File: config.mk
export PLATFORM = sky130hd
export DESIGN_NAME = mam_low_regs
export DESIGN_NICKNAME = d
export VERILOG_FILES = /design/src/logic/mam_pkg.sv /design/src/logic/mam_low_regs.sv
export SDC_FILE = /design/constraint.sdc
export NUM_CORES = 1
export LEC_CHECK = 0
export ABC_AREA = 1
export BUFFER_PORTS_ARGS = -buffer_cell sky130_fd_sc_hd__buf_4
export CAP_MARGIN = 40
export CORE_ASPECT_RATIO = 1.75
export CORE_MARGIN = 5
export CORE_UTILIZATION = 33
export DETAILED_ROUTE_END_ITERATION = 8
export GPL_TIMING_DRIVEN = 0
export HOLD_SLACK_MARGIN = 0.12
export PLACE_DENSITY = 0.56
export SYNTH_ARGS = -nofsm -noshare
export SYNTH_HDL_FRONTEND = slang
export SYNTH_SLANG_ARGS = --single-unit
File: constraint.sdc
create_clock -name ref_clk -period 1.59 [get_ports ref_clk]
set_input_delay 0.318 -clock ref_clk [delete_from_list [all_inputs] [get_ports ref_clk]]
set_output_delay 0.318 -clock ref_clk [all_outputs]
set_load 0.02 [all_outputs]
File: src/logic/mam_pkg.sv
package mam_pkg;

    // Register indices; byte address on APB is four times the index
    localparam logic [4:0] IDX_PORT_A_DATA = 5'h00;
    localparam logic [4:0] IDX_PORT_A_DIRECTION = 5'h01;
    localparam logic [4:0] IDX_PORT_A_OPTION = 5'h02;
    localparam logic [4:0] IDX_PORT_B_DATA = 5'h03;
    localparam logic [4:0] IDX_PORT_B_DIRECTION = 5'h04;
    localparam logic [4:0] IDX_GAP_A = 5'h05;
    localparam logic [4:0] IDX_PORT_C_DATA = 5'h06;
    localparam logic [4:0] IDX_PORT_C_DIRECTION = 5'h07;
    localparam logic [4:0] IDX_PORT_C_OPTION = 5'h08;
    localparam logic [4:0] IDX_PORT_D_DATA = 5'h09;
    localparam logic [4:0] IDX_PORT_D_DIRECTION = 5'h0a;
    localparam logic [4:0] IDX_PORT_D_OPTION = 5'h0b;
    localparam logic [4:0] IDX_PORT_E_DATA = 5'h0c;
    localparam logic [4:0] IDX_PORT_E_DIRECTION = 5'h0d;
    localparam logic [4:0] IDX_PORT_E_OPTION = 5'h0e;
    localparam logic [4:0] IDX_PORT_F_DATA = 5'h0f;
    localparam logic [4:0] IDX_PORT_F_DIRECTION = 5'h10;
    localparam logic [4:0] IDX_GAP_B = 5'h11;
    localparam logic [4:0] IDX_CONVERTER_RESULT = 5'h12;
    localparam logic [4:0] IDX_CONVERTER_CONTROL_STATUS = 5'h13;
    localparam logic [4:0] IDX_WATCHDOG_CONTROL = 5'h14;
    localparam logic [4:0] IDX_GAP_C_FIRST = 5'h15;
    localparam logic [4:0] IDX_GAP_C_LAST = 5'h17;
    localparam logic [4:0] IDX_POWER_CONTROL = 5'h18;
    localparam logic [4:0] IDX_SERIAL_PERIPH_DATA = 5'h19;
    localparam logic [4:0] IDX_SERIAL_PERIPH_CONTROL = 5'h1a;
    localparam logic [4:0] IDX_SERIAL_PERIPH_CTRL_STATUS = 5'h1b;
    localparam logic [4:0] IDX_COPROC_CONTROL = 5'h1c;
    localparam logic [4:0] IDX_COPROC_STATUS = 5'h1d;
    localparam logic [4:0] IDX_COPROC_RESERVED_SLOT = 5'h1e;
    localparam logic [4:0] IDX_COPROC_POINTER = 5'h1f;

    localparam int REG_COUNT = 32;
    localparam logic [7:0] RESET_ZERO = 8'h00;
    localparam logic [7:0] RESET_WATCHDOG = 8'h0f;

    // Field positions
    localparam int E5_BIT = 5;
    localparam int F4_BIT = 4;
    localparam int COPROC_ENABLE_BIT = 0;
    localparam int COPROC_DONE_BIT = 0;
    localparam int PORT_A = 0;
    localparam int PORT_B = 1;
    localparam int PORT_E = 4;
    localparam int PORT_F = 5;

    // Core address space
    localparam logic [15:0] REG_AREA_LAST = 16'h004f;
    localparam logic [15:0] STACK_FIRST = 16'h0100;
    localparam logic [15:0] STACK_LAST = 16'h01ff;

    typedef struct packed {
        logic regArea;
        logic ram;
        logic stack;
        logic usbBuf;
        logic progMem;
        logic vector;
        logic refused;
    } mam_region_type;

    function automatic logic mam_is_mapped(input logic [4:0] idx);
        mam_is_mapped = !(idx == IDX_GAP_A || idx == IDX_GAP_B
            || (idx >= IDX_GAP_C_FIRST && idx <= IDX_GAP_C_LAST)
            || idx == IDX_COPROC_RESERVED_SLOT);
    endfunction

    function automatic logic [7:0] mam_reset_value(input logic [4:0] idx);
        mam_reset_value = (idx == IDX_WATCHDOG_CONTROL) ? RESET_WATCHDOG : RESET_ZERO;
    endfunction

endpackage

File: src/logic/mam_low_regs.sv
// Our own choice: the APB interface to the registers.
`timescale 1ns/1ns

// Operation
// - Decode full 64 Kbyte core address space
// - Bottom 80 bytes are register area
// - Stack lives in RAM 0100h to 01FFh
// - Vectors fetched from highest addresses
// - Refuse USB buffer access at standalone 6 MHz
// - Port registers 0000h-0010h, reset zero, RW
// - Gaps 0005h, 0011h, 0015h-0017h stay unmapped
// - Converter result read-only, control RW, zero reset
// - Serial data undefined, control partly, status zero
// - E5 pull-up needs option register and option byte
// - Coprocessor never drives chip-enable, write-protect lines
// - USB power pin becomes GPIO per option
// - Coprocessor control, status, pointer; 001Eh reserved
module mam_low_regs #(
    parameter int PORT_WIDTH = 8,
    parameter logic [15:0] RAM_LAST = 16'h144f,
    parameter logic [15:0] USB_BUF_FIRST = 16'h1000,
    parameter logic [15:0] USB_BUF_LAST = 16'h13ff,
    parameter logic [15:0] PROG_FIRST = 16'h8000,
    parameter logic [15:0] VECTOR_FIRST = 16'hffe0,
    parameter logic [5:0][7:0] COPROC_PIN_MASK = {8'hff, 8'hfc, 8'hff, 8'hff, 8'hff, 8'h3f}
) (
    // Clock and reset
    input wire logic ref_clk,
    input wire logic rst_n,
    // APB slave
    input wire logic psel,
    input wire logic penable,
    input wire logic pwrite,
    input wire logic [7:0] paddr,
    input wire logic [31:0] pwdata,
    input wire logic [3:0] pstrb,
    output logic [31:0] prdata,
    output logic pready,
    output logic pslverr,
    // Core address decode
    input wire logic [15:0] coreAddr,
    output mam_pkg::mam_region_type coreRegion,
    // Option byte and mode straps
    input wire logic port_e5_weak_pullup_option,
    input wire logic usbPowerAltSelect,
    input wire logic standaloneSlowClock,
    // Peripheral side
    input wire logic [7:0] converterResult,
    input wire logic coprocDone,
    input wire logic [5:0][7:0] coprocPinOut,
    input wire logic [5:0][7:0] coprocPinOe,
    input wire logic usb_power_switch_enable,
    // Port pins
    output logic [5:0][PORT_WIDTH-1:0] portPinOut,
    output logic [5:0][PORT_WIDTH-1:0] portPinOe,
    output logic portE5PullupEn
);

    logic [7:0] regs_ff [mam_pkg::REG_COUNT];
    logic [7:0] nxt_regs [mam_pkg::REG_COUNT];
    logic [2:0] syncA_ff;
    logic [2:0] syncB_ff;
    mam_pkg::mam_region_type region_ff;
    mam_pkg::mam_region_type nxt_region;
    logic [31:0] prdata_ff;
    logic [31:0] nxt_prdata;
    logic [5:0][7:0] pinOut_ff;
    logic [5:0][7:0] nxt_pinOut;
    logic [5:0][7:0] pinOe_ff;
    logic [5:0][7:0] nxt_pinOe;
    logic pullup_ff;
    logic nxt_pullup;

    logic [4:0] idx;
    logic inRange;
    logic hit;
    logic wrAccess;
    logic rdSetup;
    logic pullOpt;
    logic usbAlt;
    logic slowMode;
    logic coprocOn;
    logic [7:0] rdByte;

    assign idx = paddr[6:2];
    assign inRange = (paddr[7] == 1'b0);
    assign hit = inRange && mam_pkg::mam_is_mapped(idx);
    assign wrAccess = psel && penable && pwrite;
    assign rdSetup = psel && !penable && !pwrite;
    assign pready = 1'b1;
    assign pslverr = psel && penable && !hit;
    assign prdata = prdata_ff;
    assign pullOpt = syncB_ff[0];
    assign usbAlt = syncB_ff[1];
    assign slowMode = syncB_ff[2];
    assign coprocOn = regs_ff[mam_pkg::IDX_COPROC_CONTROL][mam_pkg::COPROC_ENABLE_BIT];
    assign coreRegion = region_ff;
    assign portPinOut = pinOut_ff;
    assign portPinOe = pinOe_ff;
    assign portE5PullupEn = pullup_ff;

    // Strap synchronisers
    always_ff @(posedge ref_clk or negedge rst_n)
    begin
        if (!rst_n)
        begin
            syncA_ff <= 3'h0;
            syncB_ff <= 3'h0;
        end
        else
        begin
            syncA_ff <= {standaloneSlowClock, usbPowerAltSelect, port_e5_weak_pullup_option};
            syncB_ff <= syncA_ff;
        end
    end

    // Register file next state
    always_comb
    begin
        for (int i = 0; i < mam_pkg::REG_COUNT; i++)
        begin
            nxt_regs[i] = regs_ff[i];
        end
        // Only storage that software may change is listed; holes fall to default
        if (wrAccess && inRange && pstrb[0])
        begin
            case (idx)
                mam_pkg::IDX_PORT_A_DATA,
                mam_pkg::IDX_PORT_A_DIRECTION,
                mam_pkg::IDX_PORT_A_OPTION,
                mam_pkg::IDX_PORT_B_DATA,
                mam_pkg::IDX_PORT_B_DIRECTION,
                mam_pkg::IDX_PORT_C_DATA,
                mam_pkg::IDX_PORT_C_DIRECTION,
                mam_pkg::IDX_PORT_C_OPTION,
                mam_pkg::IDX_PORT_D_DATA,
                mam_pkg::IDX_PORT_D_DIRECTION,
                mam_pkg::IDX_PORT_D_OPTION,
                mam_pkg::IDX_PORT_E_DATA,
                mam_pkg::IDX_PORT_E_DIRECTION,
                mam_pkg::IDX_PORT_E_OPTION,
                mam_pkg::IDX_PORT_F_DATA,
                mam_pkg::IDX_PORT_F_DIRECTION,
                mam_pkg::IDX_CONVERTER_CONTROL_STATUS,
                mam_pkg::IDX_WATCHDOG_CONTROL,
                mam_pkg::IDX_POWER_CONTROL,
                mam_pkg::IDX_SERIAL_PERIPH_DATA,
                mam_pkg::IDX_SERIAL_PERIPH_CONTROL,
                mam_pkg::IDX_SERIAL_PERIPH_CTRL_STATUS,
                mam_pkg::IDX_COPROC_CONTROL,
                mam_pkg::IDX_COPROC_STATUS,
                mam_pkg::IDX_COPROC_POINTER:
                begin
                    nxt_regs[idx] = pwdata[7:0];
                end
                default:
                begin
                    // Read-only result and holes drop the write
                    nxt_regs[idx] = regs_ff[idx];
                end
            endcase
        end

        // Result comes straight from the converter, so a write cannot stick
        nxt_regs[mam_pkg::IDX_CONVERTER_RESULT] = converterResult;
        // Done event wins over a clearing write in the same cycle
        if (coprocDone)
        begin
            nxt_regs[mam_pkg::IDX_COPROC_STATUS][mam_pkg::COPROC_DONE_BIT] = 1'b1;
        end
        // Gaps hold no storage
        nxt_regs[mam_pkg::IDX_GAP_A] = mam_pkg::RESET_ZERO;
        nxt_regs[mam_pkg::IDX_GAP_B] = mam_pkg::RESET_ZERO;
        for (int g = mam_pkg::IDX_GAP_C_FIRST; g <= mam_pkg::IDX_GAP_C_LAST; g++)
        begin
            nxt_regs[g] = mam_pkg::RESET_ZERO;
        end
        nxt_regs[mam_pkg::IDX_COPROC_RESERVED_SLOT] = mam_pkg::RESET_ZERO;
    end

    // Undefined serial resets are forced to zero for determinism
    always_ff @(posedge ref_clk or negedge rst_n)
    begin
        if (!rst_n)
        begin
            // Holes reset like the rest so reads of them stay zero
            regs_ff[mam_pkg::IDX_PORT_A_DATA] <= mam_pkg::RESET_ZERO;
            regs_ff[mam_pkg::IDX_PORT_A_DIRECTION] <= mam_pkg::RESET_ZERO;
            regs_ff[mam_pkg::IDX_PORT_A_OPTION] <= mam_pkg::RESET_ZERO;
            regs_ff[mam_pkg::IDX_PORT_B_DATA] <= mam_pkg::RESET_ZERO;
            regs_ff[mam_pkg::IDX_PORT_B_DIRECTION] <= mam_pkg::RESET_ZERO;
            regs_ff[mam_pkg::IDX_GAP_A] <= mam_pkg::RESET_ZERO;
            regs_ff[mam_pkg::IDX_PORT_C_DATA] <= mam_pkg::RESET_ZERO;
            regs_ff[mam_pkg::IDX_PORT_C_DIRECTION] <= mam_pkg::RESET_ZERO;
            regs_ff[mam_pkg::IDX_PORT_C_OPTION] <= mam_pkg::RESET_ZERO;
            regs_ff[mam_pkg::IDX_PORT_D_DATA] <= mam_pkg::RESET_ZERO;
            regs_ff[mam_pkg::IDX_PORT_D_DIRECTION] <= mam_pkg::RESET_ZERO;
            regs_ff[mam_pkg::IDX_PORT_D_OPTION] <= mam_pkg::RESET_ZERO;
            regs_ff[mam_pkg::IDX_PORT_E_DATA] <= mam_pkg::RESET_ZERO;
            regs_ff[mam_pkg::IDX_PORT_E_DIRECTION] <= mam_pkg::RESET_ZERO;
            regs_ff[mam_pkg::IDX_PORT_E_OPTION] <= mam_pkg::RESET_ZERO;
            regs_ff[mam_pkg::IDX_PORT_F_DATA] <= mam_pkg::RESET_ZERO;
            regs_ff[mam_pkg::IDX_PORT_F_DIRECTION] <= mam_pkg::RESET_ZERO;
            regs_ff[mam_pkg::IDX_GAP_B] <= mam_pkg::RESET_ZERO;
            regs_ff[mam_pkg::IDX_CONVERTER_RESULT] <= mam_pkg::RESET_ZERO;
            regs_ff[mam_pkg::IDX_CONVERTER_CONTROL_STATUS] <= mam_pkg::RESET_ZERO;
            regs_ff[mam_pkg::IDX_WATCHDOG_CONTROL] <= mam_pkg::RESET_WATCHDOG;
            for (int g = mam_pkg::IDX_GAP_C_FIRST; g <= mam_pkg::IDX_GAP_C_LAST; g++)
            begin
                regs_ff[g] <= mam_pkg::RESET_ZERO;
            end
            regs_ff[mam_pkg::IDX_POWER_CONTROL] <= mam_pkg::RESET_ZERO;
            // Serial data and control have no defined reset; zero keeps runs repeatable
            regs_ff[mam_pkg::IDX_SERIAL_PERIPH_DATA] <= mam_pkg::RESET_ZERO;
            regs_ff[mam_pkg::IDX_SERIAL_PERIPH_CONTROL] <= mam_pkg::RESET_ZERO;
            regs_ff[mam_pkg::IDX_SERIAL_PERIPH_CTRL_STATUS] <= mam_pkg::RESET_ZERO;
            regs_ff[mam_pkg::IDX_COPROC_CONTROL] <= mam_pkg::RESET_ZERO;
            regs_ff[mam_pkg::IDX_COPROC_STATUS] <= mam_pkg::RESET_ZERO;
            regs_ff[mam_pkg::IDX_COPROC_RESERVED_SLOT] <= mam_pkg::RESET_ZERO;
            regs_ff[mam_pkg::IDX_COPROC_POINTER] <= mam_pkg::RESET_ZERO;
        end
        else
        begin
            for (int i = 0; i < mam_pkg::REG_COUNT; i++)
            begin
                regs_ff[i] <= nxt_regs[i];
            end
        end
    end

    // Read data captured in setup so it is stable in access phase
    always_comb
    begin
        nxt_prdata = prdata_ff;
        rdByte = mam_pkg::RESET_ZERO;
        // Explicit mux so a hole can never leak stale storage
        case (idx)
            mam_pkg::IDX_PORT_A_DATA,
            mam_pkg::IDX_PORT_A_DIRECTION,
            mam_pkg::IDX_PORT_A_OPTION,
            mam_pkg::IDX_PORT_B_DATA,
            mam_pkg::IDX_PORT_B_DIRECTION,
            mam_pkg::IDX_PORT_C_DATA,
            mam_pkg::IDX_PORT_C_DIRECTION,
            mam_pkg::IDX_PORT_C_OPTION,
            mam_pkg::IDX_PORT_D_DATA,
            mam_pkg::IDX_PORT_D_DIRECTION,
            mam_pkg::IDX_PORT_D_OPTION,
            mam_pkg::IDX_PORT_E_DATA,
            mam_pkg::IDX_PORT_E_DIRECTION,
            mam_pkg::IDX_PORT_E_OPTION,
            mam_pkg::IDX_PORT_F_DATA,
            mam_pkg::IDX_PORT_F_DIRECTION,
            mam_pkg::IDX_CONVERTER_RESULT,
            mam_pkg::IDX_CONVERTER_CONTROL_STATUS,
            mam_pkg::IDX_WATCHDOG_CONTROL,
            mam_pkg::IDX_POWER_CONTROL,
            mam_pkg::IDX_SERIAL_PERIPH_DATA,
            mam_pkg::IDX_SERIAL_PERIPH_CONTROL,
            mam_pkg::IDX_SERIAL_PERIPH_CTRL_STATUS,
            mam_pkg::IDX_COPROC_CONTROL,
            mam_pkg::IDX_COPROC_STATUS,
            mam_pkg::IDX_COPROC_POINTER:
            begin
                rdByte = regs_ff[idx];
            end
            default:
            begin
                rdByte = mam_pkg::RESET_ZERO;
            end
        endcase
        if (rdSetup)
        begin
            nxt_prdata = hit ? {24'h000000, rdByte} : 32'h00000000;
        end
    end

    always_ff @(posedge ref_clk or negedge rst_n)
    begin
        if (!rst_n)
        begin
            prdata_ff <= 32'h00000000;
        end
        else
        begin
            prdata_ff <= nxt_prdata;
        end
    end

    // Core address decode, one cycle of latency
    always_comb
    begin
        nxt_region = '0;
        nxt_region.regArea = (coreAddr <= mam_pkg::REG_AREA_LAST);
        nxt_region.ram = (coreAddr > mam_pkg::REG_AREA_LAST) && (coreAddr <= RAM_LAST);
        nxt_region.stack = (coreAddr >= mam_pkg::STACK_FIRST)
            && (coreAddr <= mam_pkg::STACK_LAST);
        nxt_region.usbBuf = (coreAddr >= USB_BUF_FIRST) && (coreAddr <= USB_BUF_LAST);
        nxt_region.progMem = (coreAddr >= PROG_FIRST);
        nxt_region.vector = (coreAddr >= VECTOR_FIRST);
        // Slow standalone clock cannot reach the USB buffer
        nxt_region.refused = nxt_region.usbBuf && slowMode;
        if (nxt_region.refused)
        begin
            nxt_region.usbBuf = 1'b0;
            nxt_region.ram = 1'b0;
        end
    end

    always_ff @(posedge ref_clk or negedge rst_n)
    begin
        if (!rst_n)
        begin
            region_ff <= '0;
        end
        else
        begin
            region_ff <= nxt_region;
        end
    end

    // Pin drive
    always_comb
    begin
        logic [5:0][7:0] grant;
        grant = '0;
        nxt_pinOut[0] = regs_ff[mam_pkg::IDX_PORT_A_DATA];
        nxt_pinOe[0] = regs_ff[mam_pkg::IDX_PORT_A_DIRECTION];
        nxt_pinOut[1] = regs_ff[mam_pkg::IDX_PORT_B_DATA];
        nxt_pinOe[1] = regs_ff[mam_pkg::IDX_PORT_B_DIRECTION];
        nxt_pinOut[2] = regs_ff[mam_pkg::IDX_PORT_C_DATA];
        nxt_pinOe[2] = regs_ff[mam_pkg::IDX_PORT_C_DIRECTION];
        nxt_pinOut[3] = regs_ff[mam_pkg::IDX_PORT_D_DATA];
        nxt_pinOe[3] = regs_ff[mam_pkg::IDX_PORT_D_DIRECTION];
        nxt_pinOut[4] = regs_ff[mam_pkg::IDX_PORT_E_DATA];
        nxt_pinOe[4] = regs_ff[mam_pkg::IDX_PORT_E_DIRECTION];
        nxt_pinOut[5] = regs_ff[mam_pkg::IDX_PORT_F_DATA];
        nxt_pinOe[5] = regs_ff[mam_pkg::IDX_PORT_F_DIRECTION];
        // Card select and protect bits stay with software
        if (coprocOn)
        begin
            grant = coprocPinOe & COPROC_PIN_MASK;
        end
        // Coprocessor owns granted bits; software keeps unmasked bits; masked ungranted enables drop to 0 while it is on
        for (int p = 0; p < 6; p++)
        begin
            nxt_pinOut[p] = (coprocPinOut[p] & grant[p]) | (nxt_pinOut[p] & ~grant[p]);
            nxt_pinOe[p] = grant[p] | (nxt_pinOe[p] & ~(COPROC_PIN_MASK[p] & {8{coprocOn}}));
        end
        // Option hands F4 to the power switch, otherwise it stays plain I/O
        if (usbAlt)
        begin
            nxt_pinOut[mam_pkg::PORT_F][mam_pkg::F4_BIT] = usb_power_switch_enable;
            nxt_pinOe[mam_pkg::PORT_F][mam_pkg::F4_BIT] = 1'b1;
        end
        // Both enables needed; either one alone leaves the pull-up off
        nxt_pullup = regs_ff[mam_pkg::IDX_PORT_E_OPTION][mam_pkg::E5_BIT] && pullOpt;
    end

    always_ff @(posedge ref_clk or negedge rst_n)
    begin
        if (!rst_n)
        begin
            pinOut_ff <= '0;
            pinOe_ff <= '0;
            pullup_ff <= 1'b0;
        end
        else
        begin
            pinOut_ff <= nxt_pinOut;
            pinOe_ff <= nxt_pinOe;
            pullup_ff <= nxt_pullup;
        end
    end

endmodule

# Yosys cells after proc, flatten, opt, wreduce, memory -nomap -nowiden

Index checks and enable logic that the tools add are counted.

Muxes and demuxes: 17
$lt $le $gt $ge: 13
Bitwise gates (word level): 41
Reduce and logical (&&, ||, !) cells: 26
Eq/ne operators: 28

Operators by type and width:

| cell                                                              | count |
|---|---|
| bitwise mux 256 bit                                               | 2 |
| 2-to-1 mux 256 bit                                                | 1 |
| AND 8 bit                                                         | 18 |
| bitwise OR 8 bit                                                  | 12 |
| equality test 5 bit (second input constant)                       | 13 |
| inverter 8 bit                                                    | 8 |
| 2-to-1 mux 48 bit                                                 | 1 |
| binary-select mux 8 bit (select 5 bit)                            | 1 |
| demux 8 bit (select 5 bit)                                        | 1 |
| equality test 5 x 4 -> 1 bit (second input constant)              | 8 |
| 2-to-1 mux 8 bit                                                  | 5 |
| >= comparator 16 bit (second input constant)                      | 2 |
| less-or-equal comparator 16 x 13 -> 1 bit (second input constant) | 2 |
| OR reduction 26 bit                                               | 1 |
| OR reduction 25 bit                                               | 1 |
| equality test 5 x 3 -> 1 bit (second input constant)              | 4 |
| 2-to-1 mux 17 bit                                                 | 1 |
| >= comparator 16 x 13 -> 1 bit (second input constant)            | 1 |
| >= comparator 16 x 9 -> 1 bit (second input constant)             | 1 |
| greater-than comparator 16 x 7 -> 1 bit (second input constant)   | 1 |
| less-or-equal comparator 16 x 7 -> 1 bit (second input constant)  | 1 |
| less-or-equal comparator 16 x 9 -> 1 bit (second input constant)  | 1 |
| logical AND 1 bit                                                 | 15 |
| equality test 5 x 2 -> 1 bit (second input constant)              | 2 |
| other kinds (13)                                                  | 22 |

Logic and storage cells: 175
Output and inout port bits: 138
Input port bits: 174
Flip-flop bits (word level): 350

# Longest topological paths before layout

Gate-level depths: netlist of run 1.

Depth in word-level cells: 9
Depth in mapped cells: 14
Mapped depth without buffers: 11

# Least setup slack after synthesis of run 1

No wires, ideal clock.

Path kind: input to output
Start: input port paddr[4]
End: output port pslverr
Required time: 1,272 ps
Setup slack: -42 ps
Arrival: 1,314 ps
Cell stages on the path: 7
Buffers on the path: 0
Path through: inv_1 -> nand2_4 -> nor2_1 -> o21ai_0 -> nand4_1 -> inv_1 -> nor2_1

Cells in the longest elaborated chain, start to end: 8
Elaborated cells between the ends (all ways): 13
Classes of those cells: order compare (2); eq/ne (3); reduce/logical (8)

RTL lines:

| item                                                         | RTL line                     | source |
|---|---|---|
| start, declared                                              | mam_low_regs.sv:34           | `input wire logic [7:0] paddr,` |
| >= comparator 5 bit, or another cell as far along            | mam_pkg.sv:67                | `\|\| (idx >= IDX_GAP_C_FIRST && idx <= IDX_GAP_C_LAST)` |
| logical AND 1 bit / logical OR 1 bit (equally long branches) | mam_pkg.sv:67, mam_pkg.sv:66 |  |
| logical OR 1 bit                                             | mam_pkg.sv:67                |  |
| logical OR 1 bit (*)                                         | mam_pkg.sv:68                | `\|\| idx == IDX_COPROC_RESERVED_SLOT);` |
| logical NOT 1 bit (*)                                        | mam_pkg.sv:66                | `mam_is_mapped = !(idx == IDX_GAP_A \|\| idx == IDX_GAP_B` |
| logical AND 1 bit (*)                                        | mam_low_regs.sv:87           | `assign hit = inRange && mam_pkg::mam_is_mapped(idx);` |
| logical NOT 1 bit (*)                                        | mam_low_regs.sv:91           | `assign pslverr = psel && penable && !hit;` |
| logical AND 1 bit (*)                                        | mam_low_regs.sv:91           |  |
| end, declared                                                | mam_low_regs.sv:39           | `output logic pslverr,` |

Mark *: on every way between the ends. The rest lies on a longest branch, timed or not.

# Worst setup path in the final report of run 1

Start: input port paddr[6]
End: output port pslverr

The elaborated chain is that of the path after synthesis.

==> results.yml, run 1 <==
outcome:
  status: "complete, but fails checks"
  violations: "negative setup slack"
run:
  max_cap_violations: 0
layout:
  multi_input_area_um2: 5598
  drive_gt1_frac: 0.2214
  syn_to_final_growth_pct: 35.75
  nets: 2270
  ff_latch_area_um2: 8163
  final_area_um2: 19740
  postLayoutCoreUtil: 0.4541
  fillCellCount: 4208
  finalNonFillerCells: 2685
setup_path:
  crit_chain: "buf_8 -> buf_8 -> o211ai_1 -> nand4_1 -> inv_1 -> nor2_2 -> buf_6"
  cp.arrival_ns: 1.31
  crit_path_max_fanout: 4
  required_ns: 1.27
  critPathCaptureType: "primary output"
  path_common_cell: "buf_8"
  rr_endpoint: "prdata[7]$_DFFE_PN0P_"
  reg2reg_slack_ns: 0.04
  slowest_stage: "o211ai_1"
  path_buf_inv: 4
  critPathLaunchType: "primary input"
  crit_family: "buffers and inverters"
  path_depth: 7
  crit_start: "paddr[6]"
  rr_worst_depth: 10
  critPathKind: "primary input to primary output"
  max_stage_delay_ns: 0.25
  endpoint: "pslverr"
  r2r_start: "regs_ff[231]$_DFFE_PN0P_"
pwr:
  ir_worst_vdd_mv: 0.7404
  powerDensity_nw_per_um2: 915.8
  power_uw: 18080
  total_leakage_power_uw: 0.009670
clock_tree:
  clk_latency_ns: 0.58
  path_clk_slew_ns: 0.07
  cts.sinks: 326
  root_buffer: "clkbuf_16"
  cts_tree: "built"
  cts_max_level: 1
  cts_max_path_buffers: 3
  numCtsBuffers: 31
synthesis:
  yosysTopAreaCell: "dfrtp_1"
  synth_area_um2: 14540
  synth_most_common_cell: "nand2_1"
  yosysUniqueCellTypes: 33
  ys_ff_latch: 326
  yosysWarnings: 0
  ys_seq_area_frac: 0.5613
  syn_inst: 1650
  async_flop_share: 1.000
  synth_top_cell_area_share: 0.5541
  synth_edf_count: 0
  synth_area_leaders: "dfrtp_1 (55%), nand2_1 (17%), o31ai_1 (9.1%), mux2_2 (2.4%), nand3_1 (2.2%)"
  yosys_most_used_dff: "dfrtp_1"
  syn_area_per_cell_um2: 8.813
  synth_top_cells_by_count: "nand2_1 (667), dfrtp_1 (322), o31ai_1 (177)"
drt:
  wl_per_cell_um: 22.06
  dr.pass1.iters: 5
  drt_wl_total_mm: 59.22
  vias_per_cell: 5.083
  ant_nets: 0
  dr.first_iter.drc_count: 1198
  post-route-drc-count: 0
  dr_total_vias: 13650
worst_hold_path:
  hp-class: "primary input to flop"
timing:
  finClkSkew_ns: 0.01948
  maxSlewHeadroom: 0.3399
  slew_viol_final: 0
  fin_crit_ns: 1.626
  tightest_slew_ns: 0.9901
  max_freq_mhz: 614.9
  setup_violations: 1
  worst_slack_ns: -0.03630
  rsz0062_at_grt: "yes"
  finalHoldViolCount: 0
  timing.final.crit_share: 1.023
  tns_ns: -0.03630
global_routing:
  grt_max_degree: 107
  antenna_found_initial: 0
  overflow: 0
  grt_pass1_vias: 14130
  grt_pass1_wl_mm: 87.71
  grt_usage: 0.2374
place:
  place_inst: 2492
  dp.final_hpwl_mm: 43.52
  io_buffer_count: 243
  place_congestion: 0.9805
  place_area_um2: 17340
die:
  ios: 312
  die-area_um2: 48530
  rows: 101
  core_area_um2: 43470
  dieHeight_um: 287.7
  start_util: 0.3345
  die_x_um: 168.7
routing by layer:
layer,part of all wire,vias to the layer above,track usage
met4,0.070,0,0.1362
li1,-,6288,-
met2,0.51,614,0.4294
met1,0.35,6561,0.2608
met5,0,-,0
met3,0.072,184,0.03778
final cells by class:
class | instances | area share
Timing Repair Buffer | 390 | 0.1702
Tap cell | 566 | 0.03587
Antenna cell | 1 | 0.0001268
Buffer | 103 | 0.03099
Clock buffer | 45 | 0.04399
Inverter | 93 | 0.01857
Multi-Input combinational cell | 1151 | 0.2836
Sequential cell | 326 | 0.4135
Clock inverter | 10 | 0.003106
worst min path at each step:
stage | start | end | slack, ns | depth (start not counted)
after floorplan | rst_n | coprocOn$_DFFE_PN0P_ | 0.02 | 0
after global placement | syncA_ff[2]$_DFF_PN0_ | syncB_ff[2]$_DFF_PN0_ | 0.34 | 0
after detailed placement | rst_n | syncA_ff[0]$_DFF_PN0_ | 0.26 | 1
after CTS | pwdata[2] | regs_ff[218]$_DFFE_PN0P_ | 0.13 | 3
after global routing | pwdata[2] | regs_ff[202]$_DFFE_PN0P_ | 0.15 | 3
final | pwdata[2] | regs_ff[218]$_DFFE_PN0P_ | 0.15 | 3
logic make-up after synthesis:
logic type | count (synthesis) | synth area share
other cells | 2 | 0.0005165
compound gates | 251 | 0.1173
buf+inv | 196 | 0.06324
mux | 31 | 0.02401
flops | 326 | 0.5613
simple gates | 844 | 0.2336
registers in the layout, indices dropped and copies added (netlist names):
signal          count
coprocOn            1
coreRegion          7
portE5PullupEn      1
portPinOe          48
portPinOut         48
prdata              8
regs_ff           207
syncA_ff            3
syncB_ff            3
metrics by stage:
step / setup WS [ns] / hold WS [ns]
3_5_place_dp: -0.6936 / 0.2629
4_1_cts: 0.0002598 / 0.1266
6_report: -0.03630 / 0.1549
5_1_grt: -0.09458 / 0.1549
3_3_place_gp: -2.867 / 0.3350
2_1_floorplan: 0.03450 / 0.02241
report_power, final:
part / total (µW) / switching, µW / internal (µW) / leakage, µW
sequential: 8720 / 156 / 8570 / 0.00437
clock: 7070 / 3290 / 3780 / 0.000463
combinational: 2290 / 1370 / 913 / 0.00484
total: 18100 / 4820 / 13300 / 0.00967
cells in the final DEF (no fill, tap or decap), types with 8 or more instances in the layout:
master and n:
clkbuf_16 32, dlygate4sd3_1 121, clkbuf_2 8, dfrtp_1 322, buf_4 283, buf_2 24, mux2_2 31, inv_1 62
clkbuf_1 39, a21oi_1 19, nor2_1 66, buf_6 12, o21ai_0 47, inv_2 18, nand2_1 666, o31ai_1 177
conb_1 25, nand4_1 16, nand3_1 64
tightest hold or removal path: stages:
cell and delay (ns):
buf_4 0.13, inv_1 0.14, o31ai_1 0.10
timing repair:
item | 4_1_cts | 5_1_grt
pin swaps | 7 | 1
resized for setup | 30 | 14
hold buffers | 121 | 0
setup buffers | 15 | 0
setup endpoints to repair | 58 | 114
hold endpoints to repair | 219 | 0
cloned | 0 | 1
(Power assumes the default switching activity.)
==> run 2, diff against run 1 <==
--- a/config.mk
+++ b/config.mk
@@ -10,11 +10,11 @@
 export CAP_MARGIN = 40
 export CORE_ASPECT_RATIO = 1.75
 export CORE_MARGIN = 5
-export CORE_UTILIZATION = 33
+export CORE_UTILIZATION = 23
 export DETAILED_ROUTE_END_ITERATION = 8
 export GPL_TIMING_DRIVEN = 0
 export HOLD_SLACK_MARGIN = 0.12
-export PLACE_DENSITY = 0.56
+export PLACE_DENSITY = 0.43
 export SYNTH_ARGS = -nofsm -noshare
 export SYNTH_HDL_FRONTEND = slang
 export SYNTH_SLANG_ARGS = --single-unit
==> results.yml, run 2 (same netlist as run 1, synthesis figures left out) <==
pwr:
  p_int_uw: 15140
  ir_worst_vdd_mv: 0.5893
  p_seq_frac: 0.426
  switchingPower_uw: 5340
  switching_share: 0.2607
  pwr-share-comb: 0.116
  total_leakage_power_uw: 0.009971
  p_clk_frac: 0.458
  powerDensity_nw_per_um2: 991.0
  power_uw: 20480
outcome:
  status: "complete, but fails checks"
  violations: "negative hold slack"
global_routing:
  grt_pass1_wl_mm: 95.17
  antenna_found_initial: 2
  overflow: 0
  grt_pass1_vias: 14360
  grt_max_degree: 108
  grt_usage: 0.1882
layout:
  final_area_um2: 20670
  final_common_cell: "nand2_1"
  largest_reg_flops: 207
  final_cell_mix: "nand2_1 (662), dfrtp_1 (321), buf_4 (280)"
  drive_gt1_frac: 0.2362
  top_register: "regs_ff"
  syn_to_final_growth_pct: 42.14
  nets: 2285
clock_tree:
  root_buffer: "clkbuf_16"
  clk_latency_ns: 0.56
  numCtsBuffers: 37
  cts.sinks: 326
  cts_tree: "built"
  path_clk_slew_ns: 0.07
  cts_max_level: 2
  cts_max_path_buffers: 3
place:
  io_buffer_count: 243
  place_congestion: 0.9191
  place_area_um2: 17710
  dp.final_hpwl_mm: 49.42
timing:
  finalHoldViolCount: 106
  finClkSkew_ns: 0.01962
  maxSlewHeadroom: 0.3916
  hold_slack_ns: -0.05504
  setup_violations: 0
  timing.final.crit_share: 0.9849
  max_freq_mhz: 638.6
  rsz0062_at_grt: "yes"
  fin_crit_ns: 1.566
  tightest_slew_ns: 0.9126
  slew_viol_final: 0
drt:
  ant_nets: 0
  dr_total_vias: 13630
  post-route-drc-count: 0
  dr.pass1.iters: 5
  wl_per_cell_um: 22.47
  vias_per_cell: 4.625
  dr.first_iter.drc_count: 924
  drt_wl_total_mm: 66.21
setup_path:
  path_common_cell: "buf_12"
  cp.arrival_ns: 1.25
  crit_chain: "buf_12 -> clkinv_8 -> buf_12 -> nand2_8 -> o211ai_1 -> nand4_1 -> inv_1 -> nor2_2 -> buf_6"
  critPathLaunchType: "primary input"
  slowest_stage: "nand4_1"
  path_buf_inv: 5
  critPathCaptureType: "primary output"
  rr_endpoint: "prdata[6]$_DFFE_PN0P_"
  reg2reg_slack_ns: 0.10
  required_ns: 1.27
  path_depth: 9
  r2r_start: "regs_ff[230]$_DFFE_PN0P_"
  max_stage_delay_ns: 0.20
  crit_path_max_fanout: 6
  crit_family: "buffers and inverters"
  critPathKind: "primary input to primary output"
  rr_worst_depth: 10
run:
  max_cap_violations: 0
worst_hold_path:
  hp-class: "primary input to async pin"
die:
  ios: 312
  core_area_um2: 63040
  dieHeight_um: 342.6
  start_util: 0.2307
  die-area_um2: 68550
  rows: 122
  die_x_um: 200.1
## run 2: cell count changes in the layout (fill, tap and decap cells not counted), sizes merged
cell	previous run	this run
buf	332	340
bufinv	0	5
clkinv	16	20
clkbuf	85	88
diode	1	2
dlymetal6s4s	0	1
inv	87	86
## run 2: final cells by class
class	instances	area, µm²
Inverter	93	381.6
Clock inverter	18	230.2
Fill cell	6557	42370
Clock buffer	48	1080
Antenna cell	2	5.005
Buffer	103	639.4
Sequential cell	326	8164
Multi-Input combinational cell	1151	5644
Tap cell	806	1008
Timing Repair Buffer	399	3517
## run 2: power groups by stage
stage | Combinational (µW) | Clock (µW) | Sequential, µW
2_1_floorplan | 730 | 0 | 8970
3_3_place_gp | 1960 | 0 | 8880
3_5_place_dp | 2040 | 0 | 8880
4_1_cts | 2360 | 9650 | 8730
5_1_grt | 2550 | 9900 | 8750
6_report | 2380 | 9370 | 8730
## run 2: what timing repair did
item	in CTS	in global routing
hold endpoints to repair	256	135
buffers inserted	14	0
endpoints found under the setup margin	58	208
pin swaps	9	6
hold buffers	122	4
gates cloned	0	1
resized for setup	41	31
## run 2: per-stage QoR
stage                     setup WS [ns]  utilization  std cells  hold slack, ns  TNS [ns]
after floorplan                 0.03450            -       1673         0.02241         0
after global placement           -3.156       0.2770       2722          0.3378  -1144.49
after detailed placement        -0.9658       0.2809       2737          0.1974   -167.59
after CTS                      0.005549       0.3250       2939         -0.3261         0
after global routing           -0.04157       0.3279       2946        -0.02167  -0.05409
final                           0.02396       0.3279       2946        -0.05504         0
## run 2: layer usage
metal	up-vias	GRT usage	routed length, µm
met5	-	0	0
met4	0	0.09742	3919
met3	144	0.02574	3577
met2	536	0.3418	34400
met1	6621	0.2112	24310
li1	6325	-	-
## run 2: how the worst max path moves through the flow
| stage | from | end | slack (ns) |
|---|---|---|---|
| after CTS | regs_ff[226]$_DFFE_PN0P_ | prdata[2]$_DFFE_PN0P_ | 0.006 |
| after floorplan | paddr[4] | pslverr | 0.03 |
| after global routing | paddr[6] | pslverr | -0.04 |
| final | paddr[2] | pslverr | 0.02 |
| after detailed placement | coprocOn$_DFFE_PN0P_ | portPinOe[1]$_DFF_PN0_ | -0.97 |
| after global placement | rst_n | syncB_ff[2]$_DFF_PN0_ | -3.16 |
## run 2: worst register-to-register path, stage by stage (launching register included)
cell and delay [ns]:
dfrtp_1 0.43, nand2_1 0.09, nand2_1 0.09, nand2_1 0.07, nand3_1 0.13, nand2_1 0.10, nand2_1 0.10, nor2_4 0.14
nand2_1 0.06, nand3_1 0.11, nand2_1 0.06
